<file path="src/hw/csr_regs.vh">
// Constants shared by the serial slot router design files.
`ifndef CSR_REGS_VH
`define CSR_REGS_VH
`define CSR_MODE_TDM 2'h0
`define CSR_MODE_LJ 2'h1
`define CSR_MODE_I2S 2'h2
`define CSR_SLOT_LAST 5'h1F
`define CSR_WORD_LAST 5'h17
`define CSR_PAD 8'h00
`define CSR_ADC_SLOTS 4'h4
`define CSR_GRP_LAST 2'h3
`define CSR_POS_ZERO 9'h000
`define CSR_POS_STEP 9'h001
`define CSR_CHAIN_DEPTH 16
`define CSR_ARM_ZERO 2'h0
`define CSR_ARM_STEP 2'h1
`define CSR_ARM_DONE 2'h3
`endif

</file>
<file path="src/hw/csr_slot_router.v">
// Serial audio slot router between the link lines and the converter words.
`timescale 1ns/10ps
`include "csr_regs.vh"

module csr_slot_router (
	input wire i_clk,
	input wire i_rst_n,
	input wire i_bit_clk,
	input wire i_frame_sync,
	input wire i_serial_in_line_a,
	input wire i_serial_in_line_b,
	input wire [1:0] i_format,
	input wire i_output_chain_enable,
	input wire [2:0] i_dac_slot_group_select,
	input wire [23:0] i_analog_input_one,
	input wire [23:0] i_analog_input_two,
	input wire [23:0] i_analog_input_three,
	input wire [23:0] i_analog_input_four,
	output wire o_serial_out_line_a,
	output wire o_serial_out_line_b,
	output wire [23:0] o_dac_word_one,
	output wire [23:0] o_dac_word_two,
	output wire [23:0] o_dac_word_three,
	output wire [23:0] o_dac_word_four,
	output wire o_dac_valid
);
	// ********************************************************
	// Helpers
	// ********************************************************
	// Position within the frame, shifted by one clock in I2S; bit 9 marks
	// the idle clock before the first data bit.
	function [9:0] eff_pos;
		input [8:0] p;
		input i2s;
		begin
			eff_pos = i2s ? ({1'b0, p} - 10'h001) : {1'b0, p};
		end
	endfunction

	// Slot bit b, MSB first.
	function word_bit;
		input [31:0] w;
		input [4:0] b;
		begin
			word_bit = w[`CSR_SLOT_LAST - b];
		end
	endfunction

	// Converter word n of a packed set of four.
	function [23:0] adc_word;
		input [95:0] a;
		input [1:0] n;
		begin
			adc_word = a[n*24 +: 24];
		end
	endfunction

	// ********************************************************
	// Pin sampling
	// ********************************************************
	wire [3:0] pin_s;
	csr_pin_sync #(.W(4)) u_sync (
		.i_clk(i_clk),
		.i_rst_n(i_rst_n),
		.i_async({i_serial_in_line_b, i_serial_in_line_a, i_frame_sync,
			i_bit_clk}),
		.o_sync(pin_s)
	);
	wire sclk_s = pin_s[0];
	wire fs_s = pin_s[1];
	wire din_a = pin_s[2];
	wire din_b = pin_s[3];

	reg sclk_q;
	reg fs_fall_q;
	reg [8:0] pos_q;
	reg [31:0] sh_a_q;
	reg [31:0] sh_b_q;
	reg [31:0] chain_mem [0:`CSR_CHAIN_DEPTH-1];
	reg [95:0] adc_h_q;
	reg [95:0] dac_q;
	reg out_a_q;
	reg out_b_q;
	reg valid_q;
	integer i;

	// ********************************************************
	// Edge detector arming
	// ********************************************************
	// The synchroniser and the edge register leave reset at zero while an
	// idle bit clock may sit high; edges are ignored until both hold real
	// pin levels, so no false edge follows reset.
	reg [1:0] arm_q;
	wire armed = (arm_q == `CSR_ARM_DONE);

	always @(posedge i_clk or negedge i_rst_n) begin
		if (!i_rst_n) begin
			arm_q <= `CSR_ARM_ZERO;
		end else if (!armed) begin
			arm_q <= arm_q + `CSR_ARM_STEP;
		end
	end

	wire rise = armed & sclk_s & ~sclk_q;
	wire fall = armed & ~sclk_s & sclk_q;
	wire tdm = (i_format == `CSR_MODE_TDM);
	wire i2s = (i_format == `CSR_MODE_I2S);
	wire left = i2s ? ~fs_s : fs_s;

	// ********************************************************
	// Transmit side, updated on falling bit clock edges
	// ********************************************************
	// Frames start on a frame sync rise in TDM, on any edge otherwise.
	wire new_frame = tdm ? (fs_s & ~fs_fall_q) : (fs_s ^ fs_fall_q);
	wire [8:0] pos_n = new_frame ? `CSR_POS_ZERO : (pos_q + `CSR_POS_STEP);
	wire [9:0] ep_n = eff_pos(pos_n, i2s);
	wire [3:0] slot_n = ep_n[8:5];
	wire [4:0] bit_n = ep_n[4:0];
	// Converter words are held for a whole frame so that a change mid-slot
	// cannot tear a word; the first bit uses the fresh value directly.
	wire latch = new_frame & (tdm | left);
	wire [95:0] adc_now = latch ? {i_analog_input_four,
		i_analog_input_three, i_analog_input_two, i_analog_input_one} :
		adc_h_q;
	wire [3:0] chain_idx = slot_n - `CSR_ADC_SLOTS;
	reg tx_a;
	reg tx_b;

	always @* begin
		tx_a = 1'b0;
		tx_b = 1'b0;
		if (!ep_n[9]) begin
			if (tdm) begin
				if (slot_n < `CSR_ADC_SLOTS) begin
					tx_a = word_bit({adc_word(adc_now, slot_n[1:0]),
						`CSR_PAD}, bit_n);
				end else if (i_output_chain_enable) begin
					tx_a = word_bit(chain_mem[chain_idx], bit_n);
				end
			end else if (slot_n == 4'h0) begin
				tx_a = word_bit({adc_word(adc_now, {1'b0, ~left}),
					`CSR_PAD}, bit_n);
				tx_b = word_bit({adc_word(adc_now, {1'b1, ~left}),
					`CSR_PAD}, bit_n);
			end
		end
	end

	// ********************************************************
	// Receive side, sampled on rising bit clock edges
	// ********************************************************
	wire [9:0] ep_r = eff_pos(pos_q, i2s);
	wire [3:0] slot_r = ep_r[8:5];
	wire [4:0] bit_r = ep_r[4:0];
	wire [31:0] word_a = {sh_a_q[30:0], din_a};
	wire [31:0] word_b = {sh_b_q[30:0], din_b};
	wire [31:0] sel_word = i_dac_slot_group_select[2] ? word_b : word_a;
	wire [1:0] grp = i_dac_slot_group_select[1:0];

	always @(posedge i_clk or negedge i_rst_n) begin
		if (!i_rst_n) begin
			sclk_q <= 1'b0;
			fs_fall_q <= 1'b0;
			pos_q <= `CSR_POS_ZERO;
			sh_a_q <= 32'h00000000;
			sh_b_q <= 32'h00000000;
			adc_h_q <= 96'h0;
			dac_q <= 96'h0;
			out_a_q <= 1'b0;
			out_b_q <= 1'b0;
			valid_q <= 1'b0;
			for (i = 0; i < `CSR_CHAIN_DEPTH; i = i + 1) begin
				chain_mem[i] <= 32'h00000000;
			end
		end else begin
			sclk_q <= sclk_s;
			valid_q <= 1'b0;
			if (fall) begin
				fs_fall_q <= fs_s;
				pos_q <= pos_n;
				adc_h_q <= adc_now;
				out_a_q <= tx_a;
				out_b_q <= tx_b;
			end
			if (rise) begin
				sh_a_q <= word_a;
				sh_b_q <= word_b;
				if (!ep_r[9] && tdm && bit_r == `CSR_SLOT_LAST) begin
					chain_mem[slot_r] <= word_b;
					if (slot_r[3:2] == grp) begin
						dac_q[slot_r[1:0]*24 +: 24] <= sel_word[31:8];
						if (slot_r[1:0] == `CSR_GRP_LAST) begin
							valid_q <= 1'b1;
						end
					end
				end
				if (!ep_r[9] && !tdm && slot_r == 4'h0 &&
					bit_r == `CSR_WORD_LAST) begin
					if (left) begin
						dac_q[23:0] <= word_a[23:0];
						dac_q[71:48] <= word_b[23:0];
					end else begin
						dac_q[47:24] <= word_a[23:0];
						dac_q[95:72] <= word_b[23:0];
						valid_q <= 1'b1;
					end
				end
			end
		end
	end

	assign o_serial_out_line_a = out_a_q;
	assign o_serial_out_line_b = out_b_q;
	assign o_dac_word_one = dac_q[23:0];
	assign o_dac_word_two = dac_q[47:24];
	assign o_dac_word_three = dac_q[71:48];
	assign o_dac_word_four = dac_q[95:72];
	assign o_dac_valid = valid_q;
endmodule // csr_slot_router

</file>
<file path="src/hw/csr_pin_sync.v">
// Two-stage synchroniser for pins from outside the clock domain.
`timescale 1ns/10ps
module csr_pin_sync #(
	parameter W = 4
) (
	input wire i_clk,
	input wire i_rst_n,
	input wire [W-1:0] i_async,
	output wire [W-1:0] o_sync
);
	reg [W-1:0] meta_q;
	reg [W-1:0] sync_q;

	always @(posedge i_clk or negedge i_rst_n) begin
		if (!i_rst_n) begin
			meta_q <= {W{1'b0}};
			sync_q <= {W{1'b0}};
		end else begin
			meta_q <= i_async;
			sync_q <= meta_q;
		end
	end

	assign o_sync = sync_q;
endmodule // csr_pin_sync

</file>
<file path="config.mk">
export PLATFORM = sky130hd
export DESIGN_NAME = csr_slot_router
export DESIGN_NICKNAME = d
export VERILOG_FILES = /design/src/hw/csr_slot_router.v /design/src/hw/csr_pin_sync.v
export VERILOG_INCLUDE_DIRS = /design/src /design/src/hw
export SDC_FILE = /design/constraint.sdc
export NUM_CORES = 2
export LEC_CHECK = 0
export ABC_AREA = 1
export BUFFER_PORTS_ARGS = -buffer_cell sky130_fd_sc_hd__buf_4
export CAP_MARGIN = 20
export CORE_MARGIN = 5
export CORE_UTILIZATION = 29
export CTS_BUF_LIST = sky130_fd_sc_hd__clkbuf_16
export CTS_CLUSTER_DIAMETER = 120
export CTS_CLUSTER_SIZE = 12
export DETAILED_ROUTE_END_ITERATION = 7
export GPL_TIMING_DRIVEN = 0
export PLACE_DENSITY = 0.43
export SYNTH_ARGS = -nofsm -noshare
export SYNTH_HDL_FRONTEND = slang
export SYNTH_SLANG_ARGS = --single-unit
</file>
<file path="constraint.sdc">
create_clock -name i_clk -period 5.4 [get_ports i_clk]
set_input_delay 0.81 -clock i_clk [delete_from_list [all_inputs] [get_ports i_clk]]
set_output_delay 0.81 -clock i_clk [all_outputs]
set_load 0.01 [all_outputs]
</file>
# [After elaboration in Yosys (flattened, before gate mapping)]
# Index checks and enable logic that the tools add are counted.
[totals] reg_bits=790 latchBits=0 mem_bits_rw=0 mem_bits_ro=0 input_bits=108 output_inout_bits=99 elab_cells=126 n_memories=0
[op_classes] add_sub_neg=7 mul=4 div=0 magnitude_cmp=5 eq_ne=6 n_shift=5 muxes=43 n_bitwise=15 n_reduce_logical=12
[op_table] cell="$bwmux 512" count=1
[op_table] cell="$mux 96" count=4
[op_table] cell="$shiftx 96x8->24" count=2
[op_table] cell="$bmux 32 s4" count=1
[op_table] cell="$demux 32 s4" count=1
[op_table] cell="$mux 32" count=4
[op_table] cell="$bwmux 96" count=1
[op_table] cell="$mux 24" count=4
[op_table] cell="$shift 24x34->96 const A" count=1
[op_table] cell="$shiftx 24x34->96" count=1
[op_table] cell="$shiftx 96x7->24" count=1
[op_table] cell="$neg 7->34" count=1
[op_table] cell="$bmux 1 s5" count=4
[op_table] cell="$mux 1" count=20
[op_table] cell="$mux 10" count=2
[op_table] cell="$sub 9x1->10 const B" count=2
[op_table] cell="$mul 2x2->4 const B" count=3
[op_table] cell="$eq 5x5->1 const B" count=2
[op_table] cell="$ge 5x5->1 const B" count=2
[op_table] cell="$not 4->5" count=2
[op_table] cell="$add 9x1->9 const B" count=1
[op_table] cell="$mux 9" count=1
[op_table] cell="$logic_not 4->1" count=2
[op_table] cell="$and 1x1->1" count=6
[op_table] cell="16 further kinds" count=28

# [Longest topological paths before layout]
[depth] depth_word=17 depth_mapped=33 ltp_nobuf=31

# [Cells and area by module]
# A second synthesis with hierarchy kept.
[hier_totals] hier_cells=5406 hier_area_um2=40782.9
[modules_own_cells] module="csr_slot_router" n_inst=1 cells_each=5398 area_per_inst_um2=40582.7 seq_area_each_um2=19568.8
[modules_own_cells] module="csr_pin_sync" n_inst=1 cells_each=8 area_per_inst_um2=200.2 seq_area_each_um2=200.2

# [Least setup slack after synthesis]
# OpenSTA, ideal clock, no wires.
[synth_path] kind="in2reg" start="input port i_format[1]" end="register out_a_q (netlist: o_serial_out_line_a)" setup_time_ns=0.116 arrival_ns=3.924 required_ns=5.284 path_slack_ns=1.360 cell_stages=31 n_path_buf=3 cell_sequence="nor2_2 nand2_1 nand2_2 buf_2 nor2_1 inv_1 ha_1 inv_1 nor2_1 nand2_1 nor2_1 nand4_1 nor2_1 xor2_1 ha_1 clkbuf_1 inv_1 buf_1 nand3_1 nand3_1 nand3_1 nand3_1 nand2_1 nand2_1 nand2_1 inv_1 nand2_1 nand2_1 nand2_1 nand2_1 nand2_1"
[synth_via] elab_chain_cells=16 elab_cells_between_ends=34 classes_between="add/sub (3); mul (2); order compare (1); eq/ne (1); shift (2); mux (19); bitwise (4); reduce/logical (2)"
[synth_rtl] item="start: declaration" line_no="csr_slot_router.v:12" rtl="input wire [1:0] i_format,"
[synth_rtl] item="parallel branches: the longest is 15 deep, another holds $sub 9x1->10"
[synth_rtl] item="$mux 1 (*)" line_no="csr_slot_router.v:132" rtl="if (!ep_n[9]) begin"
[synth_rtl] item="end signal: assignment" line_no="csr_slot_router.v:182" rtl="out_a_q <= tx_a;"
[synth_rtl] item="end: declaration" line_no="csr_slot_router.v:82" rtl="reg out_a_q;"
# Mark *: on every way between the ends. The select of a mux whose other input is x is not followed.
# A chain may end at the register's enable or synchronous reset.

# [Worst setup path in the final report]
[layout_path] start="register pos_q[0]" end="register dac_q[93]"
[layout_via] elab_chain_cells=10 elab_cells_between_ends=21 classes_between="add/sub (2); mul (1); eq/ne (3); shift (2); mux (6); reduce/logical (7)"
[layout_rtl] item="start: declaration" line_no="csr_slot_router.v:76" rtl="reg [8:0] pos_q;"
[layout_rtl] item="start signal: assignment" line_no="csr_slot_router.v:164" rtl="pos_q <= `CSR_POS_ZERO;"
[layout_rtl] item="start signal: assignment" line_no="csr_slot_router.v:180" rtl="pos_q <= pos_n;"
[layout_rtl] item="$sub 9x1->10" line_no="csr_slot_router.v:36" rtl="eff_pos = i2s ? ({1'b0, p} - 10'h001) : {1'b0, p};"
[layout_rtl] item="$mux 10 (*)" line_no="csr_slot_router.v:36"
[layout_rtl] item="$mul 2x2->4" line_no="csr_slot_router.v:191" rtl="dac_q[slot_r[1:0]*24 +: 24] <= sel_word[31:8];"
[layout_rtl] item="$neg 7->34" line_no="csr_slot_router.v:191"
[layout_rtl] item="$shiftx 24x34->96 or $shift 24x34->96 (tied branches)" line_no="csr_slot_router.v:191"
[layout_rtl] item="$bwmux 96" line_no="csr_slot_router.v:191"
[layout_rtl] item="$mux 96" line_no="csr_slot_router.v:190" rtl="if (slot_r[3:2] == grp) begin"
[layout_rtl] item="$mux 96" line_no="csr_slot_router.v:188" rtl="if (!ep_r[9] && tdm && bit_r == `CSR_SLOT_LAST) begin"
[layout_rtl] item="$mux 24" line_no="csr_slot_router.v:199" rtl="if (left) begin"
[layout_rtl] item="$mux 96 (*)" line_no="csr_slot_router.v:197" rtl="if (!ep_r[9] && !tdm && slot_r == 4'h0 &&"
[layout_rtl] item="end signal: indexed assignment" line_no="csr_slot_router.v:191"
[layout_rtl] item="end signal: assignment" line_no="csr_slot_router.v:204" rtl="dac_q[95:72] <= word_b[23:0];"
[layout_rtl] item="end: declaration" line_no="csr_slot_router.v:81" rtl="reg [95:0] dac_q;"
# Every way passes the cells marked *; elsewhere a longest branch is shown, timed or not.

==> results.json <==
{
  "cts_root_buffer": "clkbuf_16",
  "ys_types": 46,
  "syn2layout_area_growth_pct": 15.45,
  "regArea_mm2": 0.01977,
  "drt_wl_total_um": 197200,
  "top_usage_layer": "met2",
  "post_cts_buffers": 0,
  "viasPerCell": 5.371,
  "design.core.area_mm2": 0.1358,
  "max_slew_margin_pct": 18.12,
  "final_cell_mix": "nand2_1, nand3_1, o21ai_0",
  "syn_inst": 5124,
  "use_met2_pct": 43.25,
  "io_buffer_count": 206,
  "drv_slew": 0,
  "ant_nets": 0,
  "clk_pin_slew_worst_paths_ps": 70,
  "drtIter0Drc": 3660,
  "maxCapViolCount": 0,
  "fmax_mhz": 190.1,
  "powerDensity_mw_per_mm2": 369.1,
  "drive_gt1_share_pct": 9.694,
  "rows": 135,
  "grt_first_pass_wirelength_um": 280900,
  "ys_ff_latch": 790,
  "tightest_slew_ps": 1219,
  "cp-start-kind": "register",
  "min_from": "i_bit_clk",
  "synth_top_flop_cell": "dfrtp_1",
  "dieHeight_um": 380.1,
  "rsz0062_at_grt": "false",
  "start_util_pct": 29.25,
  "reg2reg_from": "pos_q[0]",
  "worstHoldPathType": "input port to register",
  "fin_util_pct": 33.77,
  "finClkSkew_ps": 27.88,
  "antenna_found_initial": 2,
  "fin_setup_tns_ps": 0,
  "cp-startpoint": "pos_q[0]",
  "netlist_area_mm2": 0.03972,
  "fillers": 14800,
  "multi_input_area_mm2": 0.01700,
  "hold_viol": 0,
  "crit_type": "register to register",
  "yosys_warnings": 0,
  "setup_viol": 0,
  "place_hpwl_um": 145800,
  "cp_num_buf_inv": 5,
  "wire_per_inst_um": 27.35,
  "status": "finished with violations",
  "grt.overflow.total": 0,
  "crit_required_ps": 5940,
  "clock-sinks": 790,
  "h-tree-depth": 3,
  "layout_min_cycle_time_ps": 5259,
  "synth-edff-count": 0,
  "mostFrequentLayoutCell": "nand2_1",
  "ys_seq_area_share_pct": 49.77,
  "vias": 38720,
  "grt_pass1_vias": 37510,
  "arrival_ps": 5800,
  "dr.pass1.iters": 8,
  "critPathSlowestCell": "xor2_1",
  "num-nets-final": 5537,
  "fin_crit_sh_pct": 97.39,
  "avgSynthCellArea_um2": 7.751,
  "place.gp.congestion": 0.9511,
  "drc": 1,
  "cts_inserted_buffers": 76,
  "clk_latency_ps": 700,
  "use_met3_pct": 4.571,
  "path_cells": "buf_2, inv_1, ha_1, nand2_2, nor2_2, nand2_1, nor2_2, nand2_2, xor2_1, ha_1, clkbuf_1, inv_1, clkbuf_1, nand2_1, o21ai_0, a21oi_1, o221ai_1, o21ai_1, o21ai_0",
  "ios": 207,
  "die-area_mm2": 0.1445,
  "async_flop_share_pct": 100.0,
  "cts_tree": "built",
  "grtUsageMet1_pct": 34.77,
  "crit_family": "compound AO/OA/AOI/OAI gates",
  "worstSetupEndpointType": "register",
  "violations": "design-rule violations",
  "clockBufferDepth": 3,
  "syn-num-nets": 5244,
  "grt_max_degree": 114,
  "leakage_nw": 19.87,
  "vdd_drop_max_mv": 0.2145,
  "die_w_um": 380.1,
  "cpPeakStageDelay_ps": 880,
  "critPathMaxFanout": 10,
  "grt.total_usage_pct": 26.43
}
cell usage after synthesis, types with 2 or more instances:
| cell | count | area share (%) |
|---|---|---|
| xor2_1 | 5 | 0.11 |
| o21a_1 | 2 | 0.038 |
| nand2_1 | 1354 | 13 |
| clkinv_1 | 4 | 0.038 |
| nand4_4 | 2 | 0.11 |
| dfrtp_1 | 790 | 50 |
| buf_1 | 25 | 0.24 |
| nor3_1 | 10 | 0.13 |
| nor2_2 | 10 | 0.16 |
| clkbuf_1 | 223 | 2.1 |
| a311oi_1 | 2 | 0.044 |
| inv_1 | 302 | 2.9 |
| o21ai_1 | 72 | 0.91 |
| o21ai_0 | 793 | 10 |
| o21bai_1 | 47 | 0.89 |
| buf_6 | 7 | 0.20 |
| o311ai_0 | 3 | 0.066 |
| o31ai_1 | 8 | 0.15 |
| o32ai_1 | 3 | 0.066 |
| a22oi_1 | 2 | 0.038 |
| o221ai_1 | 61 | 1.3 |
| nor2_4 | 6 | 0.17 |
| nand3_1 | 822 | 10 |
| inv_2 | 11 | 0.10 |
| ha_1 | 12 | 0.38 |
| nor2_1 | 205 | 1.9 |
| buf_2 | 133 | 1.7 |
| nand2_4 | 2 | 0.057 |
| o22ai_1 | 9 | 0.14 |
| xnor2_1 | 3 | 0.066 |
| a21oi_1 | 111 | 1.4 |
| buf_4 | 15 | 0.28 |
| nand2_2 | 13 | 0.20 |
| nor4_1 | 4 | 0.063 |
| nand3_2 | 5 | 0.13 |
| a31oi_1 | 8 | 0.13 |
| o211ai_1 | 26 | 0.49 |
| nand4_1 | 6 | 0.095 |
cell type report:
cell class | count | area share, %
timing repair buffer | 216 | 3.916
buffer | 402 | 3.962
inverter | 317 | 2.595
clock inverter | 10 | 0.2783
tap | 1781 | 4.860
multi-input combinational | 3614 | 37.07
clock buffer | 77 | 4.202
antenna | 2 | 0.01091
sequential | 790 | 43.11
routing by layer:
metal | wire length [µm] | part of all wire [%] | up-vias
met5 | 16 | 0.0081 | -
met3 | 13300 | 6.7 | 331
li1 | - | - | 17640
met2 | 91460 | 46 | 1561
met1 | 84040 | 43 | 19190
met4 | 8366 | 4.2 | 2
worst paths after layout:
kind                                     to  slack (ps)  cells after the start
min in group asynchronous       adc_h_q[45]         490                      2
hold reg to reg            u_sync.o_sync[2]         350                      0
max in group asynchronous         dac_q[29]        3120                      5
hold / removal             u_sync.meta_q[0]         230                      1
setup reg to reg                  dac_q[93]         140                     19
setup / recovery                  dac_q[93]         140                     19
power breakdown:
| part | internal (mW) | total [mW] | leakage (nW) | switching, mW |
|---|---|---|---|---|
| registers | 6.37 | 6.66 | 10.7 | 0.294 |
| clock network | 2.56 | 5.09 | 1.01 | 2.53 |
| logic | 1.48 | 5.17 | 8.14 | 3.70 |
| total | 10.4 | 16.9 | 19.9 | 6.53 |
state kept, by name (all words and copies together) (netlist names):
signal               flops
u_sync.meta_q            4
u_sync.o_sync            4
fs_fall_q                1
chain_mem              512
dac_q                   96
sh_a_q                  31
sclk_q                   1
pos_q                    9
o_dac_valid              1
arm_q                    2
sh_b_q                  31
adc_h_q                 96
o_serial_out_line_b      1
o_serial_out_line_a      1
repair_timing:
item                       CTS  global route
hold endpoints to repair     1             0
gates resized for setup      6            24
cloned                       0             0
hold buffers                 1             0
setup endpoints to repair    1            12
logic make-up after synthesis:
| family | after synthesis | share of synthesized area [%] |
|---|---|---|
| xor+xnor | 11 | 0.3277 |
| simple gates | 2441 | 26.23 |
| buf+inv | 720 | 7.497 |
| flops | 790 | 49.77 |
| compound gates | 1150 | 15.79 |
| fa+ha+maj | 12 | 0.3780 |
per-stage QoR:
step                      power (mW)  hold slack (ps)  area (µm²)  setup WS, ps  cells
final                          16.92            225.5       45860         140.9   7209
after global routing           17.62            194.5       45850         61.28   7207
after CTS                      16.97            161.4       45810         18.69   7208
after detailed placement       11.83            335.6       43740        -834.4   7120
after global placement         11.82            331.8       43490         -6886   7111
after floorplan                9.291            331.2       39720          1360   5124
(Power assumes the default switching activity.)
